$ cat config.mk
export PLATFORM = sky130hd
export DESIGN_NAME = scir_core
export DESIGN_NICKNAME = d
export VERILOG_FILES = /design/src/scir_irq_msg.v /design/src/scir_ur_class.v /design/src/scir_core.v
export VERILOG_INCLUDE_DIRS = /design/src /design/src/src
export SDC_FILE = /design/constraint.sdc
export NUM_CORES = 1
export LEC_CHECK = 0
export BUFFER_PORTS_ARGS = -buffer_cell sky130_fd_sc_hd__buf_2
export CAP_MARGIN = 20
export CELL_PAD_IN_SITES_DETAIL_PLACEMENT = 0
export CELL_PAD_IN_SITES_GLOBAL_PLACEMENT = 1
export CORE_AREA = 5 5 88 90
export CTS_CLUSTER_DIAMETER = 30
export DETAILED_ROUTE_END_ITERATION = 8
export DIE_AREA = 0 0 93 95
export HOLD_SLACK_MARGIN = 0.08
export PLACE_DENSITY_LB_ADDON = 0.1
export SYNTH_ARGS = -nofsm -noshare
export SYNTH_HDL_FRONTEND = slang
export SYNTH_SLANG_ARGS = --single-unit
$ cat constraint.sdc
create_clock -name CLOCK -period 1.6 [get_ports CLOCK]
set_input_delay 0.08 -clock CLOCK [delete_from_list [all_inputs] [get_ports CLOCK]]
set_output_delay 0.08 -clock CLOCK [all_outputs]
set_load 0.02 [all_outputs]
$ cat src/scir_consts.vh
`ifndef SCIR_CONSTS_VH
`define SCIR_CONSTS_VH
// ----------------------------------------
// Interrupt line indices
// ----------------------------------------
`define SCIR_INTA        2'd0
`define SCIR_INTB        2'd1
`define SCIR_INTC        2'd2
`define SCIR_INTD        2'd3
// ----------------------------------------
// Request kind codes
// ----------------------------------------
`define SCIR_KIND_W      3
`define SCIR_K_MEM       3'h0
`define SCIR_K_IO        3'h1
`define SCIR_K_CFG0      3'h2
`define SCIR_K_CFG1      3'h3
`define SCIR_K_MSG_ADDR  3'h4
`define SCIR_K_MSG_ID    3'h5
// ----------------------------------------
// Destination codes from the routing lookup
// ----------------------------------------
`define SCIR_DST_NONE    2'h0
`define SCIR_DST_UP      2'h1
`define SCIR_DST_B       2'h2
`define SCIR_DST_C       2'h3
// ----------------------------------------
// Reset values
// ----------------------------------------
`define SCIR_IRQ_RST     4'h0
`define SCIR_TAG_W       8
`define SCIR_TAG_RST     8'h00
// ----------------------------------------
// Message opcodes on the upstream message port
// ----------------------------------------
`define SCIR_MSG_ASSERT  1'b1
`define SCIR_MSG_DEASSERT 1'b0
`endif

$ cat src/scir_irq_msg.v
`timescale 1ns/1ps
`include "scir_consts.vh"
// Turns aggregate transitions into one assert or deassert message at a time
module scir_irq_msg (
    input  wire       clk,
    input  wire       rst_n,
    input  wire [3:0] agg,
    input  wire       msg_ready,
    output reg        msg_valid,
    output reg        msg_assert,
    output reg  [1:0] msg_line,
    output reg  [3:0] sent_state
);
    reg [3:0] diff;
    reg [1:0] pick;
    reg       found;
    integer   i;

    // ----------------------------------------
    // Lowest line whose reported state differs
    // ----------------------------------------
    always @* begin
        diff  = agg ^ sent_state;
        pick  = 2'd0;
        found = 1'b0;
        for (i = 3; i >= 0; i = i - 1) begin
            if (diff[i]) begin
                pick  = i[1:0];
                found = 1'b1;
            end
        end
    end

    always @(posedge clk or negedge rst_n) begin
        if (!rst_n) begin
            msg_valid  <= 1'b0;
            msg_assert <= 1'b0;
            msg_line   <= 2'd0;
            sent_state <= `SCIR_IRQ_RST;
        end else if (msg_valid) begin
            if (msg_ready) begin
                msg_valid <= 1'b0;
            end
        end else if (found) begin
            // Rising aggregate gives assert, falling gives deassert
            msg_valid        <= 1'b1;
            msg_line         <= pick;
            msg_assert       <= agg[pick] ? `SCIR_MSG_ASSERT : `SCIR_MSG_DEASSERT;
            sent_state[pick] <= agg[pick];
        end
    end
endmodule // scir_irq_msg

$ cat src/scir_ur_class.v
`timescale 1ns/1ps
`include "scir_consts.vh"
// Classifies one upstream request as supported or unsupported
module scir_ur_class (
    input  wire [2:0] kind,
    input  wire [4:0] dev_num,
    input  wire       to_downstream,
    input  wire       bridge_init,
    input  wire [1:0] dest,
    input  wire       hit_up_window,
    input  wire       hit_dn_window,
    input  wire       port_b_up,
    input  wire       port_c_up,
    input  wire       port_b_enable,
    input  wire       port_c_enable,
    input  wire       legacy_video_hit,
    input  wire       legacy_video_up,
    input  wire       legacy_video_b,
    input  wire       legacy_video_c,
    output reg        is_ur
);
    reg is_addr;
    reg dis_b;
    reg dis_c;

    always @* begin
        is_addr = (kind == `SCIR_K_MEM) || (kind == `SCIR_K_IO) || (kind == `SCIR_K_MSG_ADDR);
        dis_b   = !port_b_up || !port_b_enable;
        dis_c   = !port_c_up || !port_c_enable;
        is_ur   = 1'b0;
        if (kind == `SCIR_K_CFG0)
            is_ur = 1'b1;
        if (kind == `SCIR_K_CFG1 && to_downstream && dev_num != 5'h00)
            is_ur = 1'b1;
        if (kind == `SCIR_K_MSG_ADDR && !bridge_init)
            is_ur = 1'b1;
        if (is_addr && hit_up_window && !hit_dn_window)
            is_ur = 1'b1;
        if (is_addr && dest == `SCIR_DST_UP)
            is_ur = 1'b1;
        if (dest == `SCIR_DST_NONE)
            is_ur = 1'b1;
        if ((dest == `SCIR_DST_B && dis_b) || (dest == `SCIR_DST_C && dis_c))
            is_ur = 1'b1;
        if (legacy_video_hit && legacy_video_up && !legacy_video_b && !legacy_video_c && !hit_dn_window)
            is_ur = 1'b1;
    end
endmodule // scir_ur_class

$ cat src/scir_core.v
`timescale 1ns/1ps
`include "scir_consts.vh"
// ----------------------------------------
// ----------------------------------------
module scir_core (
    input  wire        CLOCK,
    input  wire        RESET_N,
    input  wire [3:0]  IRQ_PORT_B,
    input  wire [3:0]  IRQ_PORT_C_EXT,
    input  wire [3:0]  IRQ_NTB_INTERNAL,
    input  wire        LINK_UP_B,
    input  wire        LINK_UP_C,
    output reg  [3:0]  SWITCH_STATUS_UPSTREAM,
    output reg  [3:0]  IRQ_STATE_PORT_A,
    output reg  [3:0]  IRQ_STATE_PORT_B,
    output reg  [3:0]  IRQ_STATE_PORT_C,
    output wire        IRQ_MSG_VALID,
    output wire        IRQ_MSG_ASSERT,
    output wire [1:0]  IRQ_MSG_LINE,
    input  wire        IRQ_MSG_READY,
    input  wire        REQ_VALID,
    input  wire [2:0]  REQ_KIND,
    input  wire        REQ_POSTED,
    input  wire [7:0]  REQ_TAG,
    input  wire [4:0]  REQ_DEV_NUM,
    input  wire        REQ_TO_DOWNSTREAM,
    input  wire [1:0]  REQ_DEST,
    input  wire        REQ_HIT_UP_WINDOW,
    input  wire        REQ_HIT_DN_WINDOW,
    input  wire        REQ_LEGACY_VIDEO_HIT,
    input  wire        BRIDGE_INIT,
    input  wire        MEMORY_ACCESS_ENABLE_B,
    input  wire        IO_ACCESS_ENABLE_B,
    input  wire        MEMORY_ACCESS_ENABLE_C,
    input  wire        IO_ACCESS_ENABLE_C,
    input  wire        LEGACY_VIDEO_DECODE_ENABLE_A,
    input  wire        LEGACY_VIDEO_DECODE_ENABLE_B,
    input  wire        LEGACY_VIDEO_DECODE_ENABLE_C,
    output reg         REQ_FORWARD,
    output reg         REQ_UR_DISCARD,
    output reg         UR_CPL_VALID,
    output reg  [7:0]  UR_CPL_TAG,
    input  wire        UR_CPL_READY,
    output reg         UR_CPL_DROPPED,
    output reg         UR_STATUS,
    input  wire        UR_STATUS_CLEAR,
    output reg         ERR_MSG_VALID,
    input  wire        ERR_MSG_READY
);
    // ----------------------------------------
    // Pin synchronisers
    // ----------------------------------------
    reg [13:0] sync1_r;
    reg [13:0] sync2_r;
    wire [13:0] pins_in;

    assign pins_in = {IRQ_PORT_B, IRQ_PORT_C_EXT, IRQ_NTB_INTERNAL, LINK_UP_B, LINK_UP_C};

    always @(posedge CLOCK or negedge RESET_N) begin
        if (!RESET_N) begin
            sync1_r <= 14'h0000;
            sync2_r <= 14'h0000;
        end else begin
            sync1_r <= pins_in;
            sync2_r <= sync1_r;
        end
    end

    wire [3:0] irq_b_s;
    wire [3:0] irq_c_ext_s;
    wire [3:0] irq_ntb_s;
    wire       link_b_s;
    wire       link_c_s;

    assign irq_b_s     = sync2_r[13:10];
    assign irq_c_ext_s = sync2_r[9:6];
    assign irq_ntb_s   = sync2_r[5:2];
    assign link_b_s    = sync2_r[1];
    assign link_c_s    = sync2_r[0];

    // ----------------------------------------
    // Interrupt aggregation
    // ----------------------------------------
    // Upstream bridge swizzle, line n of port C feeds line n+1
    function [3:0] scir_remap;
        input [3:0] pb;
        input [3:0] pc;
        begin
            scir_remap = pb | {pc[2:0], pc[3]};
        end
    endfunction

    reg [3:0] port_b_nxt;
    reg [3:0] port_c_nxt;
    reg [3:0] agg_nxt;

    always @* begin
        // Downstream bridges see only device zero so no remap here
        port_b_nxt = link_b_s ? irq_b_s : 4'h0;
        port_c_nxt = link_c_s ? (irq_c_ext_s | irq_ntb_s) : 4'h0;
        agg_nxt    = scir_remap(port_b_nxt, port_c_nxt);
    end

    always @(posedge CLOCK or negedge RESET_N) begin
        if (!RESET_N) begin
            IRQ_STATE_PORT_B       <= `SCIR_IRQ_RST;
            IRQ_STATE_PORT_C       <= `SCIR_IRQ_RST;
            IRQ_STATE_PORT_A       <= `SCIR_IRQ_RST;
            SWITCH_STATUS_UPSTREAM <= `SCIR_IRQ_RST;
        end else begin
            IRQ_STATE_PORT_B       <= port_b_nxt;
            IRQ_STATE_PORT_C       <= port_c_nxt;
            IRQ_STATE_PORT_A       <= agg_nxt;
            SWITCH_STATUS_UPSTREAM <= agg_nxt;
        end
    end

    // ----------------------------------------
    // Interrupt message generation
    // ----------------------------------------
    scir_irq_msg u_irq_msg (
        .clk        (CLOCK),
        .rst_n      (RESET_N),
        .agg        (SWITCH_STATUS_UPSTREAM),
        .msg_ready  (IRQ_MSG_READY),
        .msg_valid  (IRQ_MSG_VALID),
        .msg_assert (IRQ_MSG_ASSERT),
        .msg_line   (IRQ_MSG_LINE),
        .sent_state ()
    );

    // ----------------------------------------
    // Unsupported request classification
    // ----------------------------------------
    wire is_ur;

    scir_ur_class u_ur_class (
        .kind             (REQ_KIND),
        .dev_num          (REQ_DEV_NUM),
        .to_downstream    (REQ_TO_DOWNSTREAM),
        .bridge_init      (BRIDGE_INIT),
        .dest             (REQ_DEST),
        .hit_up_window    (REQ_HIT_UP_WINDOW),
        .hit_dn_window    (REQ_HIT_DN_WINDOW),
        .port_b_up        (link_b_s),
        .port_c_up        (link_c_s),
        .port_b_enable    (MEMORY_ACCESS_ENABLE_B && IO_ACCESS_ENABLE_B),
        .port_c_enable    (MEMORY_ACCESS_ENABLE_C && IO_ACCESS_ENABLE_C),
        .legacy_video_hit (REQ_LEGACY_VIDEO_HIT),
        .legacy_video_up  (LEGACY_VIDEO_DECODE_ENABLE_A),
        .legacy_video_b   (LEGACY_VIDEO_DECODE_ENABLE_B),
        .legacy_video_c   (LEGACY_VIDEO_DECODE_ENABLE_C),
        .is_ur            (is_ur)
    );

    wire ur_event;
    wire ur_np;

    assign ur_event = REQ_VALID && is_ur;
    assign ur_np    = ur_event && !REQ_POSTED;

    // ----------------------------------------
    // Request outcome and completion slot
    // ----------------------------------------
    always @(posedge CLOCK or negedge RESET_N) begin
        if (!RESET_N) begin
            REQ_FORWARD    <= 1'b0;
            REQ_UR_DISCARD <= 1'b0;
            UR_CPL_VALID   <= 1'b0;
            UR_CPL_TAG     <= `SCIR_TAG_RST;
            UR_CPL_DROPPED <= 1'b0;
        end else begin
            REQ_FORWARD    <= REQ_VALID && !is_ur;
            REQ_UR_DISCARD <= ur_event && REQ_POSTED;
            UR_CPL_DROPPED <= 1'b0;
            if (ur_np && (!UR_CPL_VALID || UR_CPL_READY)) begin
                UR_CPL_VALID <= 1'b1;
                UR_CPL_TAG   <= REQ_TAG;
            end else begin
                if (UR_CPL_READY)
                    UR_CPL_VALID <= 1'b0;
                // One-deep slot busy, completion is lost but status still set
                if (ur_np)
                    UR_CPL_DROPPED <= 1'b1;
            end
        end
    end

    // ----------------------------------------
    // Error status and error message
    // ----------------------------------------
    reg err_pend_r;

    always @(posedge CLOCK or negedge RESET_N) begin
        if (!RESET_N) begin
            UR_STATUS     <= 1'b0;
            ERR_MSG_VALID <= 1'b0;
            err_pend_r    <= 1'b0;
        end else begin
            // Set wins over clear
            if (ur_event)
                UR_STATUS <= 1'b1;
            else if (UR_STATUS_CLEAR)
                UR_STATUS <= 1'b0;
            if (ERR_MSG_VALID) begin
                if (ERR_MSG_READY) begin
                    ERR_MSG_VALID <= err_pend_r || ur_event;
                    err_pend_r    <= 1'b0;
                end else if (ur_event) begin
                    // Further errors merge into one pending message
                    err_pend_r <= 1'b1;
                end
            end else if (ur_event) begin
                ERR_MSG_VALID <= 1'b1;
            end
        end
    end
endmodule // scir_core

; ---- Word-level counts from Yosys, hierarchy flattened
; Cells that the tools add are included.
[op_classes]
muxes = 38
n_lt_le_gt_ge = 2
n_bitwise = 4
n_reduce_logical = 46
eq_ne = 7
[ops]
columns = operator, n
row1 = $mux 1, 29
row2 = $logic_and 1x1->1, 20
row3 = $logic_not 1->1, 11
row4 = $mux 2, 4
row5 = $mux 4, 2
row6 = $or 4x4->4, 2
row7 = $logic_or 1x1->1, 7
row8 = $eq 3x2->1 const B, 2
row9 = $reduce_bool 2->1, 3
row10 = $reduce_bool 5->1, 1
row11 = $bwmux 4, 1
row12 = $eq 2x2->1 const B, 2
row13 = $reduce_and 2->1, 2
row14 = $xor 4x4->4, 1
row15 = $eq 3x1->1 const B, 1
row16 = $eq 3x3->1 const B, 1
row17 = $logic_not 3->1, 1
row18 = $lt 2x3->1 const B, 1
row19 = $bmux 1 s2, 1
row20 = $demux 1 s2, 1
row21 = $eq 2x1->1 const B, 1
row22 = $ge 2x1->1 const B, 1
row23 = $logic_not 2->1, 1
row24 = $not 1->1, 1
[word_totals]
reg_bits = 63
elab_cells = 114

; ---- Logic depth before layout (Yosys ltp)
; Gate-level depths: netlist of run 1.
[depth]
depth_word = 14
ltp_mapped = 6

; ---- Hierarchy
; A second synthesis of run 1 with hierarchy kept.
[unflattened]
hier_cells = 159
hier_area_um2 = 2248.4
[by_module_without_submodules]
columns = mod, n_inst, area_per_inst_um2, seq_area_each_um2, cells_each
row1 = scir_core, 1, 1679.1, 1376.3, 95
row2 = scir_irq_msg, 1, 480.5, 200.2, 50
row3 = scir_ur_class, 1, 88.8, 0.0, 14

; ---- Worst setup path after synthesis of run 1
; Ideal clock, no wire load.
[synth_timing]
path_type = input -> register
startpoint = input REQ_DEV_NUM[0]
endpoint = register UR_CPL_TAG[0]
path_slack_ns = -0.048
path_stages = 6
arrival_time_ns = 1.523
n_path_buf = 1
setup_ns = 0.125
cell_sequence = or4_1 > o21ai_1 > o211ai_1 > o2111a_1 > buf_6 > mux2_4
[synth_between]
elab_chain_len = 12
[synth_rtl]
columns = element, line
row1 = "start, declared", scir_core.v:25  ; input wire [4:0] REQ_DEV_NUM,
row2 = $reduce_bool 5->1, scir_ur_class.v:33  ; if (kind == `SCIR_K_CFG1 && to_downstream && dev_num != 5'h00)
row3 = $logic_and 1x1->1, scir_ur_class.v:33
row4 = $mux 1, scir_ur_class.v:33
row5 = $mux 1, scir_ur_class.v:35  ; if (kind == `SCIR_K_MSG_ADDR && !bridge_init)
row6 = $mux 1, scir_ur_class.v:37  ; if (is_addr && hit_up_window && !hit_dn_window)
row7 = $mux 1, scir_ur_class.v:39  ; if (is_addr && dest == `SCIR_DST_UP)
row8 = $mux 1, scir_ur_class.v:41  ; if (dest == `SCIR_DST_NONE)
row9 = $mux 1, scir_ur_class.v:43  ; if ((dest == `SCIR_DST_B && dis_b) || (dest == `SCIR_DST_C && dis_c))
row10 = $mux 1, scir_ur_class.v:45  ; if (legacy_video_hit && legacy_video_up && !legacy_video_b && !legacy_video_c && !hit_dn_window)
row11 = $logic_and 1x1->1, scir_core.v:159  ; assign ur_event = REQ_VALID && is_ur;
row12 = $logic_and 1x1->1, scir_core.v:160  ; assign ur_np = ur_event && !REQ_POSTED;
row13 = $logic_and 1x1->1, scir_core.v:176  ; if (ur_np && (!UR_CPL_VALID || UR_CPL_READY)) begin
row14 = "end signal, assigned", scir_core.v:170  ; UR_CPL_TAG <= `SCIR_TAG_RST;
row15 = "end, declared", scir_core.v:42  ; output reg [7:0] UR_CPL_TAG,
; No other way between the ends.
; A chain may end at the register's enable or synchronous reset.

; ---- Worst setup path after layout of run 1
[layout_timing]
startpoint = register sync2_r[1]
endpoint = register UR_CPL_TAG[1]
[layout_between]
elab_chain_len = 9
[layout_rtl]
columns = element, line
row1 = "start, declared", scir_core.v:54  ; reg [13:0] sync2_r;
row2 = "start signal, assigned", scir_core.v:65  ; sync2_r <= sync1_r;
row3 = $logic_not 1->1, scir_ur_class.v:28  ; dis_b = !port_b_up || !port_b_enable;
row4 = $logic_or 1x1->1, scir_ur_class.v:28
row5 = $logic_and 1x1->1, scir_ur_class.v:43
row6 = $logic_or 1x1->1, scir_ur_class.v:43
row7 = $mux 1, scir_ur_class.v:43
row8 = $mux 1, scir_ur_class.v:45
row9 = $logic_and 1x1->1, scir_core.v:159
row10 = $logic_and 1x1->1, scir_core.v:160
row11 = $logic_and 1x1->1, scir_core.v:176
; No other way between the ends.

==> results of run 1 <==
==> area by class of cell <==
type                       instances  area (um^2)  area share (%)
tap                               82          103            2.98
timing repair buffer             133          883            25.7
clock inverter                     3         42.5            1.24
inverter                           6         22.5           0.654
multi-input combinational         83          659            19.2
clock buffer                      12          155            4.51
sequential                        63         1580            45.8
==> worst max path at each step <==
| stage | startpoint | endpoint | slack [ps] |
|---|---|---|---|
| 6_report | sync2_r[1]$_DFF_PN0_ | UR_CPL_TAG[1]$_DFFE_PN0P_ | 70 |
| 4_1_cts | IRQ_STATE_PORT_A[3]$_DFF_PN0_ | u_irq_msg.sent_state[2]$_DFFE_PN0P_ | 10 |
| 3_3_place_gp | REQ_DEV_NUM[0] | UR_CPL_TAG[7]$_DFFE_PN0P_ | -200 |
| 3_5_place_dp | REQ_DEV_NUM[0] | UR_CPL_TAG[7]$_DFFE_PN0P_ | -210 |
| 2_1_floorplan | REQ_DEV_NUM[0] | UR_CPL_TAG[0]$_DFFE_PN0P_ | -30 |
| 5_1_grt | sync2_r[0]$_DFF_PN0_ | UR_CPL_TAG[4]$_DFFE_PN0P_ | -40 |
==> timing repair <==
item / in CTS / in global routing
hold buffers: 29 / 0
endpoints found under the hold margin: 91 / 0
resized for setup: 1 / 10
setup endpoints to repair: 1 / 12
cloned: 0 / 0
pin swaps: 0 / 3
==> power breakdown <==
part	switching [mW]	total [mW]	internal, mW
registers	0.171	1.99	1.82
logic	0.617	1.31	0.689
clock network	0.559	1.35	0.794
total	1.35	4.65	3.30
==> cells in the final DEF (no fill, tap or decap), types with 2 or more instances in the layout <==
master / synthesis / layout
a21oi_1: 3 / 2
a21o_1: 2 / 2
buf_12: 0 / 2
nand2_1: 5 / 5
inv_1: 6 / 6
nor2b_1: 4 / 3
nand3_1: 3 / 3
mux2_4: 8 / 8
dlygate4sd3_1: 0 / 29
xor2_2: 0 / 2
nor3_1: 3 / 3
nor2_1: 7 / 7
and2_1: 4 / 4
buf_4: 4 / 17
nand2b_1: 3 / 3
buf_2: 0 / 85
or2_2: 4 / 4
mux2_2: 5 / 5
o21a_1: 5 / 5
clkbuf_8: 0 / 11
dfrtp_1: 63 / 63
o21ai_0: 7 / 5
o21ai_2: 0 / 2
==> flip-flops by register name, indices dropped and copies added, names as in the netlist <==
signal / flops
ERR_MSG_VALID: 1
IRQ_STATE_PORT_A: 4
IRQ_STATE_PORT_B: 4
IRQ_STATE_PORT_C: 4
REQ_FORWARD: 1
REQ_UR_DISCARD: 1
UR_CPL_DROPPED: 1
UR_CPL_TAG: 8
UR_CPL_VALID: 1
UR_STATUS: 1
err_pend_r: 1
sync1_r: 14
sync2_r: 14
u_irq_msg.msg_assert: 1
u_irq_msg.msg_line: 2
u_irq_msg.msg_valid: 1
u_irq_msg.sent_state: 4
==> worst min-delay path: stages <==
cell and delay [ps]:
buf_2 80, o21ai_1 60, o211ai_1 120, buf_4 130, nor3_1 40
==> stage by stage <==
| stage | cell area (um^2) | TNS [ps] | std cells |
|---|---|---|---|
| finish | 3440 | 0 | 382 |
| global route | 3440 | -253 | 382 |
| CTS | 3400 | 0 | 382 |
| detailed placement | 2910 | -1680 | 338 |
| global placement | 2910 | -1750 | 338 |
| floorplan | 2260 | -216 | 158 |
==> kinds of logic (layout without fill, tap and decap cells) <==
kind of cell / Yosys count / after routing / share of synthesized area, %
flip-flops: 63 / 63 / 69.9
AND/OR/NAND/NOR: 39 / 39 / 9.48
AO/OA/AOI/OAI: 26 / 26 / 7.82
multiplexers: 13 / 13 / 7.82
buffers and inverters: 12 / 154 / 2.99
XOR/XNOR: 4 / 4 / 1.55
adder cells (fa/ha/maj): 1 / 1 / 0.444
==> per-layer routing <==
layer  up-vias  GRT usage (%)  routed length [um]
met1       798           15.5                2200
met4         0           5.49                  74
met3         8           3.82                 369
li1        812              -                   -
met2        58           20.5                2430
met5         -              0                   0
==> out/results.tsv, run 1 <==
metric	value	unit
status	finished clean	
diodes	0	
route.detailed.drc	0	
synth-seq-area-share	69.9	%
finalHoldViolCount	0	
r2r_setup_slack	70	ps
hold_path_depth	5	
clkLatencyLatePin	320	ps
antenna_found_initial	0	
gp_routability_congestion	0.750	
finalWirelength	5070	um
die_h	95	um
synthMostInstantiatedCell	dfrtp_1	
holdCritStartpoint	REQ_DEV_NUM[1]	
finalClockSkew	10.4	ps
start_util	32.3	%
path_cells	nand4b_1 > nand3_1 > o211ai_1 > o2111a_1 > buf_12 > mux2_4	
cp_slowest_cell	dfrtp_1	
rsz0062_at_grt	yes	
area_growth_syn_to_layout	52.6	%
cts_sinks	63	
power_density	1350	nW/um^2
grt_usage	12.6	%
syn_area	2260	um^2
max_cap_viol_count	0	
cts_made_buffers	9	
vias	1676	
cp_num_cells	6	
worst_slack	75.0	ps
place.detailed.hpwl	3600	um
synthArstFlopShare	100	%
yosysUniqueCellTypes	37	
pre_cts_ws	-212	ps
grt_overflow_total	0	
reg2reg_to	UR_CPL_TAG[1]$_DFFE_PN0P_	
clockBufferDepth	2	
hold_slack	215	ps
synth_edf_count	0	
max-slew-margin-rel	78.0	%
grt_pass1_vias	1769	
ys_ff_latch	63	
num_io_pins	86	
drtIter0Drc	49	
routedWlPerCell	13.3	um
slowest_delay	380	ps
crit_fanout	8	
end_kind	register	
synthFlopType	dfrtp_1	
vias_per_cell	4.39	
drtPass1Iterations	4	
synth_top_area_cell	dfrtp_1	
slew_viol_final	0	
cp_data_arrival_time	1730	ps
crit-reg2reg-launch	sync2_r[1]$_DFF_PN0_	
root_buffer	clkbuf_8	
core-area	6980	um^2
yosysTopAreaCellShare	69.9	%
start_kind	register	
yosys-top-cells-area	dfrtp_1, mux2_4, mux2_2	
ant_nets	0	
vdd_drop_max	588	uV
row_count	31	
p_leak	1.69	nW
holdPathEnd	REQ_FORWARD$_DFF_PN0_	
hold_path_class	in2reg	
critPathTopFamily	compound AO/OA/AOI/OAI gates	
r2r_cells	6	
nets	348	
cts_tree	done	
fin_util	49.3	%
critPathRequiredTime	1810	ps
grt_first_pass_wirelength	8490	um
ys_warn_count	0	
syn_avg_cell_area	14.3	um^2
dieArea	8840	um^2
path_buf_inv	1	
fp.dieW	93	um
worst_slew_pin_slew	329	ps
drive_gt1_share	47.7	%
finalCriticalPeriod	1530	ps
fmax	656	MHz
p_total	4.65	mW
synth_fp_nets	210	
cts_htree_levels	3	
grt_max_degree	64	
synth_cells	158	
fillers	644	
io_buffer_count	85	
period_share	95.3	%
cts.clk_slew.worst_paths	70	ps
setup_viol	0	
post_cts_buffers	0	
crit_type	reg2reg	
ys_top_cells_by_count	dfrtp_1, mux2_4, nor2_1, o21ai_0, inv_1	
Note: power is estimated with default switching activity, not from simulation.
==> run 2: changes to the inputs <==
--- a/config.mk
+++ b/config.mk
@@ -8,2 +8,3 @@
 export LEC_CHECK = 0
+export ABC_AREA = 1
 export BUFFER_PORTS_ARGS = -buffer_cell sky130_fd_sc_hd__buf_2
@@ -12,6 +13,6 @@
 export CELL_PAD_IN_SITES_GLOBAL_PLACEMENT = 1
-export CORE_AREA = 5 5 88 90
+export CORE_AREA = 5 5 92 94
 export CTS_CLUSTER_DIAMETER = 30
 export DETAILED_ROUTE_END_ITERATION = 8
-export DIE_AREA = 0 0 93 95
+export DIE_AREA = 0 0 97 99
 export HOLD_SLACK_MARGIN = 0.08
==> constraint.sdc (replaced) <==
create_clock -name CLOCK -period 1.6 [get_ports CLOCK]
set_input_delay 0.48 -clock CLOCK [delete_from_list [all_inputs] [get_ports CLOCK]]
set_output_delay 0.48 -clock CLOCK [all_outputs]
set_load 0.02 [all_outputs]
==> out/results.tsv, run 2 <==
metric	value	unit
crit_fanout	3	
r2r_cells	8	
cts_made_buffers	9	
fmax	653	MHz
clkLatencyLatePin	330	ps
ant_nets	0	
fin_setup_tns	0	ps
dieArea	9600	um^2
power_density	1390	nW/um^2
cts_sinks	63	
num_io_pins	86	
hold_path_class	in2async	
switching_share	35.1	%
p_leak	1.74	nW
crit_type	reg2out	
fp.dieW	97	um
ys_warn_count	0	
grt_max_degree	64	
route.detailed.drc	0	
finalWirelength	5060	um
die_h	99	um
cp_data_arrival_time	1050	ps
start_util	31.7	%
row_count	32	
vdd_drop_max	554	uV
root_buffer	clkbuf_8	
max-slew-margin-rel	74.8	%
vias_per_cell	4.05	
stdcell_count	436	
power.share.clock	28.0	%
drtIter0Drc	18	
yosysUniqueCellTypes	23	
setup_viol	0	
most-common-layout-cells	buf_2, nand2_1, dfrtp_1	
grt_first_pass_wirelength	8520	um
grt_pass1_vias	1837	
cts_htree_levels	3	
cts_tree	done	
p_total	4.39	mW
drive_gt1_share	37.7	%
gp_routability_congestion	0.739	
layout_commonest_cell	buf_2	
synthArstFlopShare	100	%
synth_fp_nets	283	
ys_ff_latch	63	
grt_usage	11.2	%
routedWlPerCell	11.6	um
top_regs	sync1_r: 14 flops, sync2_r: 14 flops, UR_CPL_TAG: 8 flops	
status	finished clean	
ys_top_cells_by_count	nand2_1, dfrtp_1, inv_1, nor2_1	
syn_avg_cell_area	10.4	um^2
io_buffer_count	85	
area_growth_syn_to_layout	31.9	%
critPathRequiredTime	1120	ps
place.detailed.hpwl	3880	um
end_kind	output port	
place_inst	419	
p_sw	1.54	mW
synth_edf_count	0	
start_kind	register	
finalClockSkew	9.40	ps
synth_cells	231	
synth-seq-area-share	65.8	%
ctsResizeCount	0	
period_share	95.6	%
yosys-top-cells-area	dfrtp_1, nand2_1, inv_1	
synthFlopType	dfrtp_1	
nets	381	
clockBufferDepth	2	
antenna_found_initial	0	
hold_slack	138	ps
diodes	0	
synthMostInstantiatedCell	nand2_1	
yosysTopAreaCellShare	65.8	%
slew_viol_final	0	
worst_slew_pin_slew	374	ps
p_int	2.84	mW
finalHoldViolCount	0	
core-area	7570	um^2
rsz0062_at_grt	no	
cts.clk_slew.worst_paths	80	ps
syn_area	2400	um^2
grt_overflow_total	0	
drtPass1Iterations	3	
seqPwrFrac	43.9	%
finalCriticalPeriod	1530	ps
combPwrFrac	28.1	%
synth_top_area_cell	dfrtp_1	
max_cap_viol_count	0	
vias	1765	
## run 2: cell count changes in the layout (fill, tap and decap cells not counted), moves of 6 or more
cell,change
nand2_1,+65
dlygate4sd3_1,-29
inv_1,+17
buf_4,-11
nor2_1,+9
mux2_4,-8
nand4_1,+7
nand2_2,+6
## run 2: through the flow
stage / utilization, % / setup slack (ps) / cell area (um^2)
2_1_floorplan: - / 135 / 2400
3_3_place_gp: 39.3 / 4.97 / 2970
3_5_place_dp: 39.3 / -24.4 / 2970
4_1_cts: 41.7 / 38.9 / 3150
5_1_grt: 41.7 / 5.42 / 3160
6_report: 41.7 / 69.7 / 3160
## run 2: power groups by stage
stage	Sequential [mW]	Combinational, mW	Clock, mW
final	1.93	1.23	1.23
after global routing	1.96	1.37	1.34
after CTS	1.93	1.25	1.29
after detailed placement	1.96	1.24	0
after global placement	1.96	1.23	0
after floorplan	2.10	0.669	0
## run 2: routing by layer
metal  global-route usage [%]  routed length (um)  vias up
met3                     3.04                 290       12
met5                        0                   0        -
met4                     6.48                 118        0
li1                         -                   -      914
met2                     18.6                2500       43
met1                     13.2                2150      796
## run 2: final cells by class
type | instances | area, um^2
fillers | 790 | 4410
multi-input cells | 135 | 681
flip-flops and latches | 63 | 1580
well taps | 102 | 128
repair buffers | 92 | 490
inverters | 28 | 105
clock inverters | 7 | 55.1
clock buffers | 9 | 124
## run 2: worst paths after layout
kind / endpoint / from / slack, ps
worst max-delay path: IRQ_STATE_PORT_A[2] / IRQ_STATE_PORT_A[2]$_DFF_PN0_ / 70
worst min-delay path: UR_STATUS$_DFFE_PN0P_ / RESET_N / 140
worst max register to register: u_irq_msg.sent_state[1]$_DFFE_PN0P_ / IRQ_STATE_PORT_A[3]$_DFF_PN0_ / 110
worst min register to register: sync2_r[13]$_DFF_PN0_ / sync1_r[13]$_DFF_PN0_ / 350
max in group asynchronous: sync2_r[7]$_DFF_PN0_ / RESET_N / 1190
min in group CLOCK: sync1_r[5]$_DFF_PN0_ / IRQ_NTB_INTERNAL[3] / 250
## run 2: critical path, stage by stage, from the launching register on
cell and delay [ps]:
dfrtp_1 410, buf_4 160, buf_2 150
## run 2: logic make-up after synthesis
group                  synth area share (%)
XOR/XNOR                               3.08
buffers and inverters                  5.80
flip-flops                             65.8
AO/OA/AOI/OAI                          4.28
AND/OR/NAND/NOR                        21.0
## run 2: repair_timing
| action | CTS | global route |
|---|---|---|
| hold buffers | 0 | 0 |
| endpoints found under the setup margin | 0 | 5 |
| setup buffers | 0 | 1 |
==> run 3: changes to the inputs <==
ABC_AREA = unset   (was 1)
CORE_AREA = 5 5 88 90   (was 5 5 92 94)
DIE_AREA = 0 0 93 95   (was 0 0 97 99)
==> out/results.tsv, run 3 (synthesis results as in run 1) <==
metric	value	unit
rsz0062_at_grt	yes	
area_growth_syn_to_layout	41.5	%
reg2reg_to	UR_CPL_TAG[6]$_DFFE_PN0P_	
num_io_pins	86	
stdcell_count	357	
crit-reg2reg-launch	sync2_r[1]$_DFF_PN0_	
die_h	95	um
finalWirelength	4880	um
end_kind	register	
place.detailed.hpwl	3610	um
worst_slack	-233	ps
core-area	6980	um^2
root_buffer	clkbuf_8	
hold_slack	131	ps
top_regs	sync1_r: 14 flops, sync2_r: 14 flops, UR_CPL_TAG: 8 flops	
p_total	4.64	mW
grt_pass1_vias	1594	
clkLatencyLatePin	320	ps
fp.dieW	93	um
r2r_cells	6	
finalClockSkew	8.49	ps
place_inst	341	
cts_sinks	63	
regArea	1580	um^2
layout_commonest_cell	buf_2	
worst_slew_pin_slew	345	ps
fin_setup_tns	-1830	ps
p_leak	1.60	nW
crit_fanout	8	
cts_htree_levels	3	
routedWlPerCell	13.7	um
grt_usage	11.8	%
row_count	31	
critPathRequiredTime	1810	ps
drive_gt1_share	53.1	%
grt_max_degree	64	
cts.clk_slew.worst_paths	70	ps
fillers	661	
status	finished with violations	
clockBufferDepth	2	
hold_path_class	in2async	
period_share	115	%
dieArea	8840	um^2
crit_type	in2reg	
power_density	1450	nW/um^2
vias	1534	
grt_overflow_total	0	
fmax	546	MHz
drtPass1Iterations	4	
gp_routability_congestion	0.761	
stdcell_area	3190	um^2
setup_viol	8	
start_util	32.3	%
max-slew-margin-rel	77.0	%
io_buffer_count	85	
vdd_drop_max	591	uV
hold_buffers	0	
cp_data_arrival_time	2040	ps
max_cap_viol_count	0	
finalHoldViolCount	0	
diodes	0	
antenna_found_initial	0	
fin_util	45.7	%
ant_nets	0	
most-common-layout-cells	buf_2, dfrtp_1, buf_4	
grt_first_pass_wirelength	7690	um
vias_per_cell	4.30	
start_kind	input pin	
placed_area	2930	um^2
multi_input_area	643	um^2
route.detailed.drc	0	
drtIter0Drc	42	
violations	setup timing	
nets	323	
finalCriticalPeriod	1830	ps
cts_made_buffers	9	
slew_viol_final	0	
cts_tree	done	
pre_cts_ws	-606	ps
r2r_setup_slack	80	ps
-- run 3: changes by cell type in the layout (fill, tap and decap cells not counted), sizes merged, moves of 3 or more --
cell,change
nand2,-71
inv,-23
buf,+16
mux2,+13
nor2,-10
nand4,-8
nand3,-6
o21a,+5
and2,+4
nor2b,+4
o21ai,-4
or2,+4
nand2b,+3
xnor2,-3
-- run 3: what timing repair did --
item | CTS | global route
endpoints found under the setup margin | 11 | 21
setup buffers | 0 | 1
pin swaps | 0 | 2
gates resized for setup | 2 | 14
-- run 3: how the worst max path moves through the flow --
stage | cells after the start | to | start
2_1_floorplan | 6 | UR_CPL_TAG[0]$_DFFE_PN0P_ | REQ_DEV_NUM[0]
3_3_place_gp | 7 | UR_CPL_TAG[4]$_DFFE_PN0P_ | REQ_DEV_NUM[0]
3_5_place_dp | 7 | UR_CPL_TAG[0]$_DFFE_PN0P_ | REQ_DEV_NUM[0]
4_1_cts | 7 | UR_CPL_TAG[0]$_DFFE_PN0P_ | REQ_DEV_NUM[0]
5_1_grt | 7 | UR_CPL_TAG[4]$_DFFE_PN0P_ | REQ_DEV_NUM[0]
6_report | 7 | UR_CPL_TAG[6]$_DFFE_PN0P_ | REQ_DEV_NUM[0]
-- run 3: power breakdown --
group	switching, mW	leakage [nW]	internal [mW]
combinational	0.596	0.739	0.597
clock	0.576	0.109	0.907
sequential	0.151	0.748	1.82
-- run 3: routing by layer --
| metal | wire length (um) | global-route usage, % | vias up | share of wire (%) |
|---|---|---|---|---|
| met5 | 0 | 0 | - | 0 |
| met4 | 64 | 5.13 | 0 | 1.3 |
| met3 | 253 | 5.02 | 6 | 5.2 |
| met2 | 2520 | 19.7 | 37 | 52 |
| met1 | 2030 | 13.2 | 730 | 42 |
| li1 | - | - | 761 | - |
-- run 3: worst max-delay path: stages --
cell and delay, ps:
buf_6 90, or4_4 520, o21ai_2 120, o211ai_1 120, o2111a_1 280, buf_12 150, mux2_4 290
-- run 3: layout make-up --
class / count / area share, %
Sequential cell: 63 / 49.4
Multi-Input combinational cell: 83 / 20.1
Timing Repair Buffer: 108 / 19.9
Clock buffer: 11 / 4.43
Tap cell: 82 / 3.21
Clock inverter: 4 / 2.19
Inverter: 6 / 0.705
